`config.mk`:
```
export PLATFORM = sky130hd
export DESIGN_NAME = atm_monitor
export DESIGN_NICKNAME = d
export VERILOG_FILES = /design/src/design/atm_pkg.sv /design/src/design/atm_monitor.sv
export VERILOG_INCLUDE_DIRS = /design/src /design/src/design
export SDC_FILE = /design/constraint.sdc
export NUM_CORES = 1
export LEC_CHECK = 0
export ABC_AREA = 1
export BUFFER_PORTS_ARGS = -buffer_cell sky130_fd_sc_hd__buf_4
export CAP_MARGIN = 20
export CORE_ASPECT_RATIO = 1.75
export CORE_MARGIN = 1
export CORE_UTILIZATION = 35
export DETAILED_ROUTE_END_ITERATION = 6
export PLACE_DENSITY_LB_ADDON = 0.1
export SKIP_CTS_REPAIR_TIMING = 1
export SYNTH_ARGS = -nofsm -noshare
export SYNTH_HDL_FRONTEND = slang
export SYNTH_SLANG_ARGS = --single-unit
```
`constraint.sdc`:
```
create_clock -name clk_sys_i -period 4.73 [get_ports clk_sys_i]
set_clock_uncertainty 0.05 [all_clocks]
set_input_delay 0.473 -clock clk_sys_i [delete_from_list [all_inputs] [get_ports clk_sys_i]]
set_output_delay 0.473 -clock clk_sys_i [all_outputs]
set_load 0.01 [all_outputs]
```
`src/design/atm_defs.svh`:
```
// register offsets, field positions and reset values of the alert monitor
// assumes inclusion by the monitor module only
`ifndef ATM_DEFS_SVH
`define ATM_DEFS_SVH

// ==========================================================
// register addresses (four-bit address field)
`define ATM_ADDR_FLAGS     4'h1
`define ATM_ADDR_LOW       4'h2
`define ATM_ADDR_HIGH      4'h3
`define ATM_ADDR_IRQ_STAT  4'h4
`define ATM_ADDR_IRQ_MASK  4'h5

// ==========================================================
// field positions
`define ATM_ADDR_MSB       15
`define ATM_ADDR_LSB       12
`define ATM_THR_MSB        11

// ==========================================================
// reset values and fixed fill bits
`define ATM_LOW_RESET      12'h800
`define ATM_HIGH_RESET     12'h7ff
`define ATM_LOW_FILL       4'h0
`define ATM_HIGH_FILL      4'hf

`endif

```
`src/design/atm_pkg.sv`:
```
// types shared by the alert monitor
// assumes atm_defs.svh in the include path
package atm_pkg;
    // ==========================================================
    // types
    typedef logic [15:0] atm_word_type;  // one register word / result
    typedef logic [11:0] atm_thr_type;   // threshold field
    typedef logic [7:0]  atm_flag_type;  // two flags per channel
endpackage : atm_pkg

```
`src/design/atm_monitor.sv`:
```
// quad-channel threshold alert monitor with register port and interrupt
// assumes results come from logic on clk_sys_i, one valid pulse per set
`timescale 1ns/100ps
`include "atm_defs.svh"

// ==========================================================
// register map, as software sees it
// every word carries its register address in bits 15:12
// writes are decoded on that embedded field, not on the read address
// reads use the separate four-bit read address and echo it back on top
//
//   0x1  crossing flags, read clears, writes ignored
//        bit 2n     channel n result under the low limit
//        bit 2n+1   channel n result over the high limit
//        channel A is n = 0, channel D is n = 3
//        bits 11:8 always read zero
//   0x2  low limit field, bits 11:0, read/write
//   0x3  high limit field, bits 11:0, read/write
//   0x4  interrupt status, write one to clear
//        bit 0 any low crossing, bit 1 any high crossing
//   0x5  interrupt mask, same layout as status
//   any other address reads zero and ignores writes
//
// limits are shared by all four channels; a result is compared
// against the field widened to 16 bits, low padded with zeros,
// high padded with ones, so a limit field covers a full 16-step band
//
// compares are strict: a result equal to a widened limit raises
// nothing, which keeps the reset limits (0x8000 and 0x7fff) from
// flagging a mid-scale result on both sides at once
//
// hazard: a crossing landing in the very cycle of a flag read is kept,
// so software never loses an event between the read and the clear;
// the price is that such a flag shows up again on the next read
//
// limitation: the flag read returns the flags as they stood before
// the read cycle; a crossing in the read cycle itself is only
// visible on the following read or on the mirror output
//
// the interrupt line is registered once more after status, so it
// trails a crossing by two cycles; software must not expect it sooner

module atm_monitor
    import atm_pkg::*;
(
    input  wire logic         clk_sys_i,      // system clock, 125 MHz
    input  wire logic         resetn_i,       // synchronous reset, active low
    input  wire logic [15:0]  reg_wdata_i,    // write word, address in top bits
    input  wire logic [3:0]   reg_addr_i,     // read address
    input  wire logic         reg_wr_i,       // write strobe
    input  wire logic         reg_rd_i,       // read strobe
    input  wire logic [63:0]  res_data_i,     // four 16-bit results, ch A low
    input  wire logic         res_valid_i,    // one-cycle completed conversion
    output logic      [15:0]  reg_rdata_o,    // read data, cycle after strobe
    output logic      [7:0]   alert_flags_o,  // current sticky flags
    output logic              irq_o           // level interrupt
);

    // ==========================================================
    // state
    atm_thr_type  low_thr_q;      // low threshold field
    atm_thr_type  high_thr_q;     // high threshold field
    atm_flag_type flags_q;        // sticky crossing flags
    atm_flag_type hit_d;          // crossings of this result set
    atm_word_type low_eff;        // widened low threshold
    atm_word_type high_eff;       // widened high threshold
    logic [1:0]   irq_stat_q;     // bit0 any low crossing, bit1 any high
    logic [1:0]   irq_mask_q;     // interrupt enables
    logic [3:0]   wr_addr;        // address taken from the write word
    logic         flag_rd;        // read of the flag register

    assign wr_addr = reg_wdata_i[`ATM_ADDR_MSB:`ATM_ADDR_LSB];
    assign flag_rd = reg_rd_i && (reg_addr_i == `ATM_ADDR_FLAGS);

    // ==========================================================
    // effective thresholds
    // the fill nibbles are constants, so the widened limits cost no
    // flip-flops; only the 12-bit fields are stored
    assign low_eff  = {low_thr_q, `ATM_LOW_FILL};
    assign high_eff = {high_thr_q, `ATM_HIGH_FILL};

    // ==========================================================
    // per-channel comparators, same limits for all four
    // results are unsigned 16-bit words; the hit vector is only
    // nonzero in the cycle of a valid pulse, so idle inputs with
    // stale data can never raise a flag
    genvar ch;
    generate
        for (ch = 0; ch < 4; ch++) begin : g_chan
            // strict compares: equal to a limit raises nothing
            assign hit_d[2*ch]   = res_valid_i &&
                                   (res_data_i[16*ch +: 16] < low_eff);
            assign hit_d[2*ch+1] = res_valid_i &&
                                   (res_data_i[16*ch +: 16] > high_eff);
        end
    endgenerate

    // ==========================================================
    // threshold registers
    // a write whose embedded address matches neither limit leaves
    // both fields alone, including writes aimed at the flag register
    always_ff @(posedge clk_sys_i) begin
        if (!resetn_i) begin
            low_thr_q  <= `ATM_LOW_RESET;
            high_thr_q <= `ATM_HIGH_RESET;
        end else if (reg_wr_i) begin
            // write decoded on the embedded address field
            if (wr_addr == `ATM_ADDR_LOW) begin
                low_thr_q <= reg_wdata_i[`ATM_THR_MSB:0];
            end
            if (wr_addr == `ATM_ADDR_HIGH) begin
                high_thr_q <= reg_wdata_i[`ATM_THR_MSB:0];
            end
        end
    end

    // ==========================================================
    // sticky flags: a new crossing wins over the read clear
    always_ff @(posedge clk_sys_i) begin
        if (!resetn_i) begin
            flags_q <= 8'h00;
        end else if (flag_rd) begin
            flags_q <= hit_d;
        end else begin
            flags_q <= flags_q | hit_d;
        end
    end

    // ==========================================================
    // interrupt status, write one to clear, set wins
    always_ff @(posedge clk_sys_i) begin
        if (!resetn_i) begin
            irq_stat_q <= 2'h0;
        end else begin
            irq_stat_q[0] <= (irq_stat_q[0] &
                ~(reg_wr_i && wr_addr == `ATM_ADDR_IRQ_STAT && reg_wdata_i[0]))
                | (|{hit_d[6], hit_d[4], hit_d[2], hit_d[0]});
            irq_stat_q[1] <= (irq_stat_q[1] &
                ~(reg_wr_i && wr_addr == `ATM_ADDR_IRQ_STAT && reg_wdata_i[1]))
                | (|{hit_d[7], hit_d[5], hit_d[3], hit_d[1]});
        end
    end

    // interrupt mask register
    always_ff @(posedge clk_sys_i) begin
        if (!resetn_i) begin
            irq_mask_q <= 2'h0;
        end else if (reg_wr_i && wr_addr == `ATM_ADDR_IRQ_MASK) begin
            irq_mask_q <= reg_wdata_i[1:0];
        end
    end

    // registered interrupt line, one cycle behind status
    always_ff @(posedge clk_sys_i) begin
        if (!resetn_i) begin
            irq_o <= 1'b0;
        end else begin
            irq_o <= |(irq_stat_q & irq_mask_q);
        end
    end

    // flags mirrored out registered
    always_ff @(posedge clk_sys_i) begin
        if (!resetn_i) begin
            alert_flags_o <= 8'h00;
        end else begin
            alert_flags_o <= flag_rd ? hit_d : (flags_q | hit_d);
        end
    end

    // ==========================================================
    // read data: address echoed in the top bits, zero otherwise
    always_ff @(posedge clk_sys_i) begin
        if (!resetn_i) begin
            reg_rdata_o <= 16'h0000;
        end else if (reg_rd_i) begin
            unique case (reg_addr_i)
                `ATM_ADDR_FLAGS:    reg_rdata_o <= {reg_addr_i, 4'h0, flags_q};
                `ATM_ADDR_LOW:      reg_rdata_o <= {reg_addr_i, low_thr_q};
                `ATM_ADDR_HIGH:     reg_rdata_o <= {reg_addr_i, high_thr_q};
                `ATM_ADDR_IRQ_STAT: reg_rdata_o <= {reg_addr_i, 10'h000, irq_stat_q};
                `ATM_ADDR_IRQ_MASK: reg_rdata_o <= {reg_addr_i, 10'h000, irq_mask_q};
                default:            reg_rdata_o <= 16'h0000;  // unmapped reads zero
            endcase
        end else begin
            reg_rdata_o <= 16'h0000;
        end
    end

    // ==========================================================
    // checks
    AST_HIGH_SET: assert property (@(posedge clk_sys_i) disable iff (!resetn_i)
        hit_d[1] |=> flags_q[1])
        else $error("channel A high crossing not recorded");
    AST_LOW_SET: assert property (@(posedge clk_sys_i) disable iff (!resetn_i)
        hit_d[0] |=> flags_q[0])
        else $error("channel A low crossing not recorded");
    AST_STICKY: assert property (@(posedge clk_sys_i) disable iff (!resetn_i)
        (!flag_rd && flags_q != 8'h00) |=> ((flags_q & $past(flags_q)) == $past(flags_q)))
        else $error("flag dropped without a read");
    AST_CLEAR: assert property (@(posedge clk_sys_i) disable iff (!resetn_i)
        (flag_rd && !res_valid_i) |=> flags_q == 8'h00)
        else $error("flags not cleared by read");
    AST_LOW_CMP: assert property (@(posedge clk_sys_i) disable iff (!resetn_i)
        (res_valid_i && res_data_i[15:0] >= {low_thr_q, 4'h0}) |-> !hit_d[0])
        else $error("low alert without crossing");
    AST_HIGH_CMP: assert property (@(posedge clk_sys_i) disable iff (!resetn_i)
        (res_valid_i && res_data_i[15:0] <= {high_thr_q, 4'hf}) |-> !hit_d[1])
        else $error("high alert without crossing");
    AST_RD_FLAGS: assert property (@(posedge clk_sys_i) disable iff (!resetn_i)
        flag_rd |=> reg_rdata_o[7:0] == $past(flags_q))
        else $error("flag read data wrong");
    AST_THR_WR: assert property (@(posedge clk_sys_i) disable iff (!resetn_i)
        (reg_wr_i && reg_wdata_i[15:12] == 4'h3) |=> high_thr_q == $past(reg_wdata_i[11:0]))
        else $error("high threshold write lost");
    AST_CHD: assert property (@(posedge clk_sys_i) disable iff (!resetn_i)
        (res_valid_i && res_data_i[63:48] > {high_thr_q, 4'hf}) |=> flags_q[7])
        else $error("channel D high not recorded");
    AST_RESET: assert property (@(posedge clk_sys_i)
        !resetn_i |=> (low_thr_q == 12'h800 && high_thr_q == 12'h7ff))
        else $error("threshold reset values wrong");

    // ==========================================================
    // checks on the remaining channels, same limits as channel A
    AST_CHB_LOW: assert property (@(posedge clk_sys_i) disable iff (!resetn_i)
        (res_valid_i && res_data_i[31:16] < {low_thr_q, 4'h0}) |=> flags_q[2])
        else $error("channel B low not recorded");
    AST_CHB_HIGH: assert property (@(posedge clk_sys_i) disable iff (!resetn_i)
        (res_valid_i && res_data_i[31:16] > {high_thr_q, 4'hf}) |=> flags_q[3])
        else $error("channel B high not recorded");
    AST_CHC_LOW: assert property (@(posedge clk_sys_i) disable iff (!resetn_i)
        (res_valid_i && res_data_i[47:32] < {low_thr_q, 4'h0}) |=> flags_q[4])
        else $error("channel C low not recorded");
    AST_CHC_HIGH: assert property (@(posedge clk_sys_i) disable iff (!resetn_i)
        (res_valid_i && res_data_i[47:32] > {high_thr_q, 4'hf}) |=> flags_q[5])
        else $error("channel C high not recorded");
    AST_CHD_LOW: assert property (@(posedge clk_sys_i) disable iff (!resetn_i)
        (res_valid_i && res_data_i[63:48] < {low_thr_q, 4'h0}) |=> flags_q[6])
        else $error("channel D low not recorded");

    // no result pulse, no crossing, whatever the data lines show
    AST_NO_VALID: assert property (@(posedge clk_sys_i) disable iff (!resetn_i)
        !res_valid_i |-> hit_d == 8'h00)
        else $error("crossing without a result");

    // fill nibbles of the widened limits
    AST_LOW_FILL: assert property (@(posedge clk_sys_i) disable iff (!resetn_i)
        low_eff[3:0] == 4'h0)
        else $error("low limit fill wrong");
    AST_HIGH_FILL: assert property (@(posedge clk_sys_i) disable iff (!resetn_i)
        high_eff[3:0] == 4'hf)
        else $error("high limit fill wrong");

    // ==========================================================
    // checks on the register port
    AST_LOW_WR: assert property (@(posedge clk_sys_i) disable iff (!resetn_i)
        (reg_wr_i && reg_wdata_i[15:12] == 4'h2) |=> low_thr_q == $past(reg_wdata_i[11:0]))
        else $error("low threshold write lost");
    AST_WR_OTHER: assert property (@(posedge clk_sys_i) disable iff (!resetn_i)
        (reg_wr_i && reg_wdata_i[15:12] != 4'h2 && reg_wdata_i[15:12] != 4'h3)
        |=> ($stable(low_thr_q) && $stable(high_thr_q)))
        else $error("limit changed by a foreign write");
    AST_NO_WR: assert property (@(posedge clk_sys_i) disable iff (!resetn_i)
        !reg_wr_i |=> ($stable(low_thr_q) && $stable(high_thr_q)))
        else $error("limit changed without a write");
    AST_RD_ADDR: assert property (@(posedge clk_sys_i) disable iff (!resetn_i)
        (reg_rd_i && reg_addr_i >= 4'h1 && reg_addr_i <= 4'h5)
        |=> reg_rdata_o[15:12] == $past(reg_addr_i))
        else $error("read address not echoed");
    AST_RD_UNMAPPED: assert property (@(posedge clk_sys_i) disable iff (!resetn_i)
        (reg_rd_i && (reg_addr_i == 4'h0 || reg_addr_i > 4'h5)) |=> reg_rdata_o == 16'h0000)
        else $error("unmapped read not zero");
    // read data stand for one cycle only, then the port goes quiet
    AST_RD_IDLE: assert property (@(posedge clk_sys_i) disable iff (!resetn_i)
        !reg_rd_i |=> reg_rdata_o == 16'h0000)
        else $error("read data outside the answer cycle");

    // ==========================================================
    // checks on the mirror output and the interrupt path
    AST_FLAGS_OUT: assert property (@(posedge clk_sys_i) disable iff (!resetn_i)
        alert_flags_o == flags_q)
        else $error("flag mirror differs from flags");
    AST_STAT_HIGH: assert property (@(posedge clk_sys_i) disable iff (!resetn_i)
        (|{hit_d[7], hit_d[5], hit_d[3], hit_d[1]}) |=> irq_stat_q[1])
        else $error("high crossing not in status");
    AST_STAT_LOW: assert property (@(posedge clk_sys_i) disable iff (!resetn_i)
        (|{hit_d[6], hit_d[4], hit_d[2], hit_d[0]}) |=> irq_stat_q[0])
        else $error("low crossing not in status");
    AST_MASK_WR: assert property (@(posedge clk_sys_i) disable iff (!resetn_i)
        (reg_wr_i && reg_wdata_i[15:12] == 4'h5) |=> irq_mask_q == $past(reg_wdata_i[1:0]))
        else $error("mask write lost");
    // interrupt line trails masked status by exactly one cycle
    AST_IRQ_LEVEL: assert property (@(posedge clk_sys_i) disable iff (!resetn_i)
        irq_o == |($past(irq_stat_q) & $past(irq_mask_q)))
        else $error("interrupt line wrong");

endmodule : atm_monitor

```
# Word-level counts from Yosys, hierarchy flattened
# Cells that the tools add are included.
word_totals:
  register_bits: 53
  latch_bits: 0
  ram_bits: 0
  mem_bits_ro: 0
  inputBits: 89
  out_inout_bits: 25
  elab_cells: 53
  n_memories: 0
op_classes:
  n_addsub: 0
  multipliers: 0
  n_div: 0
  n_lt_le_gt_ge: 8
  eq_ne: 9
  n_shift: 0
  muxes: 2
  bitwise: 8
  n_reduce_logical: 19
op_table:
  columns: ["op", "count"]
  rows:
  - ["one-hot mux 16 bit (5 select lines)", 1]
  - ["> comparator 16 bit", 4]
  - ["less-than comparator 16 bit", 4]
  - ["equality test 4 x 2 -> 1 bit (second input constant)", 4]
  - ["equality test 4 x 3 -> 1 bit (second input constant)", 4]
  - ["logical AND 1 bit", 13]
  - ["2-to-1 mux 8 bit", 1]
  - ["bitwise OR 8 bit", 1]
  - ["OR reduction 4 bit", 2]
  - ["AND reduction 2 bit", 3]
  - ["equality test 4 x 1 -> 1 bit (second input constant)", 1]
  - ["AND 1 bit", 2]
  - ["AND 2 bit", 1]
  - ["inverter 1 bit", 2]
  - ["bitwise OR 1 bit", 2]
  - ["OR reduction 2 bit", 1]

# Logic depth before layout (Yosys ltp)
logic_depth:
  ltp_word: 6
  depth_mapped: 12

# Worst setup path after synthesis
# No wires, ideal clock.
synth_timing:
  path_type: "input to register"
  start: "input res_data_i[47]"
  end: "register irq_stat_q[1]"
  setup_time_ps: 128
  arrival_ps: 1399
  t_required_ps: 4552
  setup_slack_ps: 3153
  stages: 10
  n_path_buf: 0
  path_cell_list: "ha_1 nand2_1 nor2_1 nand3_1 nor2_1 nor2_1 nand2_1 nand2_1 nor2_1 nor2_1"
synth_via:
  elab_chain_len: 4
synth_lines:
  columns: ["element", "line_no", "source"]
  rows:
  - ["start: declaration", "atm_monitor.sv:52", "input wire logic [63:0] res_data_i,"]
  - ["> comparator 16 bit", "atm_monitor.sv:94", "(res_data_i[16*ch +: 16] > high_eff);"]
  - ["logical AND 1 bit", "atm_monitor.sv:93", "assign hit_d[2*ch+1] = res_valid_i &&"]
  - ["OR reduction 4 bit", "atm_monitor.sv:140", "| (|{hit_d[7], hit_d[5], hit_d[3], hit_d[1]});"]
  - ["bitwise OR 1 bit", "atm_monitor.sv:138", "irq_stat_q[1] <= (irq_stat_q[1] &"]
  - ["end signal: assignment", "atm_monitor.sv:138", null]
  - ["end: declaration", "atm_monitor.sv:67", "logic [1:0] irq_stat_q;"]
# No other way between the ends.
# A chain may end at the register's enable or synchronous reset.

# Final worst setup path
layout_timing:
  start: "register low_thr_q[11]"
  end: "register irq_stat_q[0]"
layout_via:
  elab_chain_len: 4
  word_cells_on_any_way: 10
  cone_classes: "order compare (4); bitwise (1); reduce/logical (5)"
layout_lines:
  columns: ["element", "line_no", "source"]
  rows:
  - ["start: declaration", "atm_monitor.sv:61", "atm_thr_type low_thr_q;"]
  - ["start signal: assignment", "atm_monitor.sv:104", "low_thr_q <= `ATM_LOW_RESET;"]
  - ["start signal: assignment", "atm_monitor.sv:109", "low_thr_q <= reg_wdata_i[`ATM_THR_MSB:0];"]
  - ["less-than comparator 16 bit", "atm_monitor.sv:92", "(res_data_i[16*ch +: 16] < low_eff);"]
  - ["logical AND 1 bit", "atm_monitor.sv:91", "assign hit_d[2*ch] = res_valid_i &&"]
  - ["OR reduction 4 bit *", "atm_monitor.sv:137", "| (|{hit_d[6], hit_d[4], hit_d[2], hit_d[0]});"]
  - ["bitwise OR 1 bit *", "atm_monitor.sv:135", "irq_stat_q[0] <= (irq_stat_q[0] &"]
  - ["end signal: assignment", "atm_monitor.sv:135", null]
# Mark *: on every way between the ends. The rest lies on a longest branch, timed or not.

==> flow_metrics.py <==
metrics = {
    "place": {
        "dp.cells": 904,
        "io_buffers": 113,
        "post_dp_cell_area_um2": 5330,
        "gp_congestion": 0.916,
        "dp_hpwl_mm": 11.9,
    },
    "cts": {
        "clk_latency_ns": 0.29,
        "clk_path_buf_depth": 2,
        "htree_levels": 2,
        "clock_sinks": 53,
        "path_clk_slew_ns": 0.07,
        "cts_buffers": 5,
        "clockRootBuffer": "clkbuf_16",
        "cts_tree": "yes",
    },
    "critical_path": {
        "crit_chain": "inv_1, ha_1, nand2_1, nor2_1, nand2_1, nor2_1, nand2_1, nand2_1, nand2_1, nor2_1, a21oi_1",
        "cpMostUsedCell": "nand2_1",
        "cp_max_fo": 5,
        "slowest_delay_ns": 0.33,
        "r2r_slack_ns": 2.81,
        "critPathSlowestCell": "dfxtp_1",
        "r2r-end": "irq_stat_q[0]",
        "crit_required_ns": 4.83,
        "crit_path_end_kind": "register",
        "reg2reg_from": "low_thr_q[11]",
        "criticalPathCategory": "reg2reg",
        "cp.arrival_ns": 2.02,
        "start_kind": "register",
        "ff2ff_path_depth": 11,
    },
    "sta": {
        "fmax_mhz": 522,
        "fin_tns_setup_ns": 0,
        "fin_crit_sh_pct": 40.5,
        "drv_slew": 0,
        "relSlewSlack_pct": 42.7,
        "worst_pin_slew_ns": 0.856,
        "layout_min_cycle_time_ns": 1.92,
        "final_hold_viol_count": 0,
        "setup_viol": 0,
        "rsz0062_at_grt": "no",
    },
    "route": {
        "wl_met3_um": 505,
        "firstDrtPassIters": 4,
        "routed_wl_mm": 14.2,
        "top_layer": "met4",
        "via_count": 4444,
        "drtIter0Drc": 181,
        "wirelength_met1_mm": 5.33,
        "routed_via_density": 4.87,
        "drc": 0,
        "ant_nets": 0,
        "post_drt_wl_per_cell_um": 15.6,
        "wl_met2_mm": 7.69,
    },
    "yosys": {
        "synth_cell_types": 27,
        "ys_seq_area_share_pct": 24.6,
        "synth_common_cells": "197 x nand2_1, 96 x inv_1, 92 x ha_1",
        "yosysMostFrequentCell": "nand2_1",
        "syn_nets": 814,
        "synth_warnings": 0,
        "synth_top_area_share_pct": 26.7,
        "syn-mean-instance-area_um2": 6.81,
        "synth_top_area_cell": "ha_1",
        "synth.area.top_cells": "ha_1 27%, dfxtp_1 25%, nand2_1 17%, inv_1 8.4%, a21oi_1 7.7%",
        "async_reset_ff_share_pct": 0,
        "synth_area_um2": 4310,
        "dominantRegCellSynth": "dfxtp_1",
        "synth-edff-count": 0,
        "netlist_instances": 633,
        "ys_ff_latch": 53,
    },
    "min_path": {
        "holdPathStages": 2,
        "hold_path_end": "reg_rdata_o[14]",
        "hold_path_class": "in2reg",
        "hp-start": "reg_addr_i[3]",
    },
    "final_layout": {
        "nNetsFinal": 927,
        "fin_area_um2": 5470,
        "diodes": 0,
        "post_route_cells_drive_above_1_share_pct": 16.9,
        "syn_to_final_growth_pct": 26.8,
        "instances_no_fill": 912,
    },
    "global_routing": {
        "grt-ovfl-total": 0,
        "grt_antenna_before_repair": 0,
        "grt_pass1_wl_mm": 21.8,
        "grt_max_degree": 25,
        "track_usage_pct": 22.7,
        "grt_pass1_vias": 4313,
    },
    "pwr": {
        "power_density_nw_per_um2": 202,
        "ir_worst_vdd_uv": 225,
        "leakagePower_uw": 0.00302,
    },
    "floorplanning": {
        "die-area_um2": 12800,
        "io_pins": 114,
        "die_w_um": 85.9,
        "die_h_um": 149,
        "coreArea_um2": 12000,
        "rows": 53,
        "initial_core_util_pct": 35.9,
    },
    "outcome": {
        "status": "complete, no violations",
    },
    "run": {
        "max_cap_viol_count": 0,
    },
}
==> cell type report <==
cell class | instances | area (um^2)
clock buffers | 7 | 133
clock inverters | 1 | 7.51
fillers | 1250 | 6540
inverters | 98 | 368
multi-input cells | 475 | 2840
flip-flops and latches | 53 | 1060
well taps | 165 | 206
repair buffers | 113 | 848
==> flip-flops by register name (all words and copies together), names as in the netlist <==
name	count
alert_flags_o	8
high_thr_q	12
irq_mask_q	2
irq_o	1
irq_stat_q	2
low_thr_q	12
reg_rdata_o	16
==> per-layer routing <==
metal,global-route usage (%),vias up
met2,43.6,108
li1,-,2275
met3,2.82,26
met4,11.6,0
met5,0,-
met1,23.5,2035
==> per-stage QoR <==
stage / util (%) / setup WS, ns / hold slack, ns / total power [uW]
floorplan: - / 3.15 / 0.382 / 617
global placement: 44.4 / 2.73 / 0.400 / 748
detailed placement: 44.4 / 2.72 / 0.398 / 755
CTS: 45.5 / 2.80 / 0.295 / 1110
global route: 45.5 / 2.54 / 0.305 / 1170
finish: 45.5 / 2.81 / 0.304 / 1110
==> cells by family (layout without fill, tap and decap cells) <==
family	count (synthesis)	count (layout)	synth area share (%)
buf+inv	105	219	9.46
compound gates	115	115	14.5
fa+ha+maj	92	92	26.7
simple gates	267	267	24.6
flops	53	53	24.6
other cells	1	1	0.0870
==> critical path, delay by kind of cell, from the launching register on <==
| kind | cells | cell delay [ns] |
|---|---|---|
| AOI/OAI and AO/OA | 1 | 0.07 |
| and+or+nand+nor | 8 | 0.87 |
| buffers and inverters | 1 | 0.13 |
| DFF | 1 | 0.33 |
| adders and majority gates | 1 | 0.33 |
==> power by group <==
| group | internal, uW | leakage [uW] | total, uW | switching (uW) |
|---|---|---|---|---|
| Sequential | 461 | 0.000432 | 473 | 11.8 |
| Combinational | 123 | 0.00253 | 272 | 149 |
| Clock | 197 | 0.0000641 | 362 | 165 |
==> placed cells by master, fill, tap and decap left out, types with 3 or more instances in the layout <==
cell,netlist,final
nand2_1,197,197
buf_4,1,113
inv_1,96,96
ha_1,92,92
a21oi_1,66,66
dfxtp_1,53,53
nor2_1,49,49
o21ai_0,31,31
nand3_1,13,13
o221ai_1,6,6
clkbuf_16,0,5
a21o_1,4,4
a211oi_1,3,3
nand4_1,3,3
==> worst max path at each step <==
stage / startpoint / end / cells past startpoint
floorplan: res_data_i[47] / irq_stat_q[1] / 10
global placement: res_data_i[63] / irq_stat_q[0] / 11
detailed placement: res_data_i[63] / irq_stat_q[0] / 11
CTS: low_thr_q[11] / irq_stat_q[0] / 11
global route: high_thr_q[11] / irq_stat_q[1] / 11
finish: low_thr_q[11] / irq_stat_q[0] / 11
(Power assumes the default switching activity.)
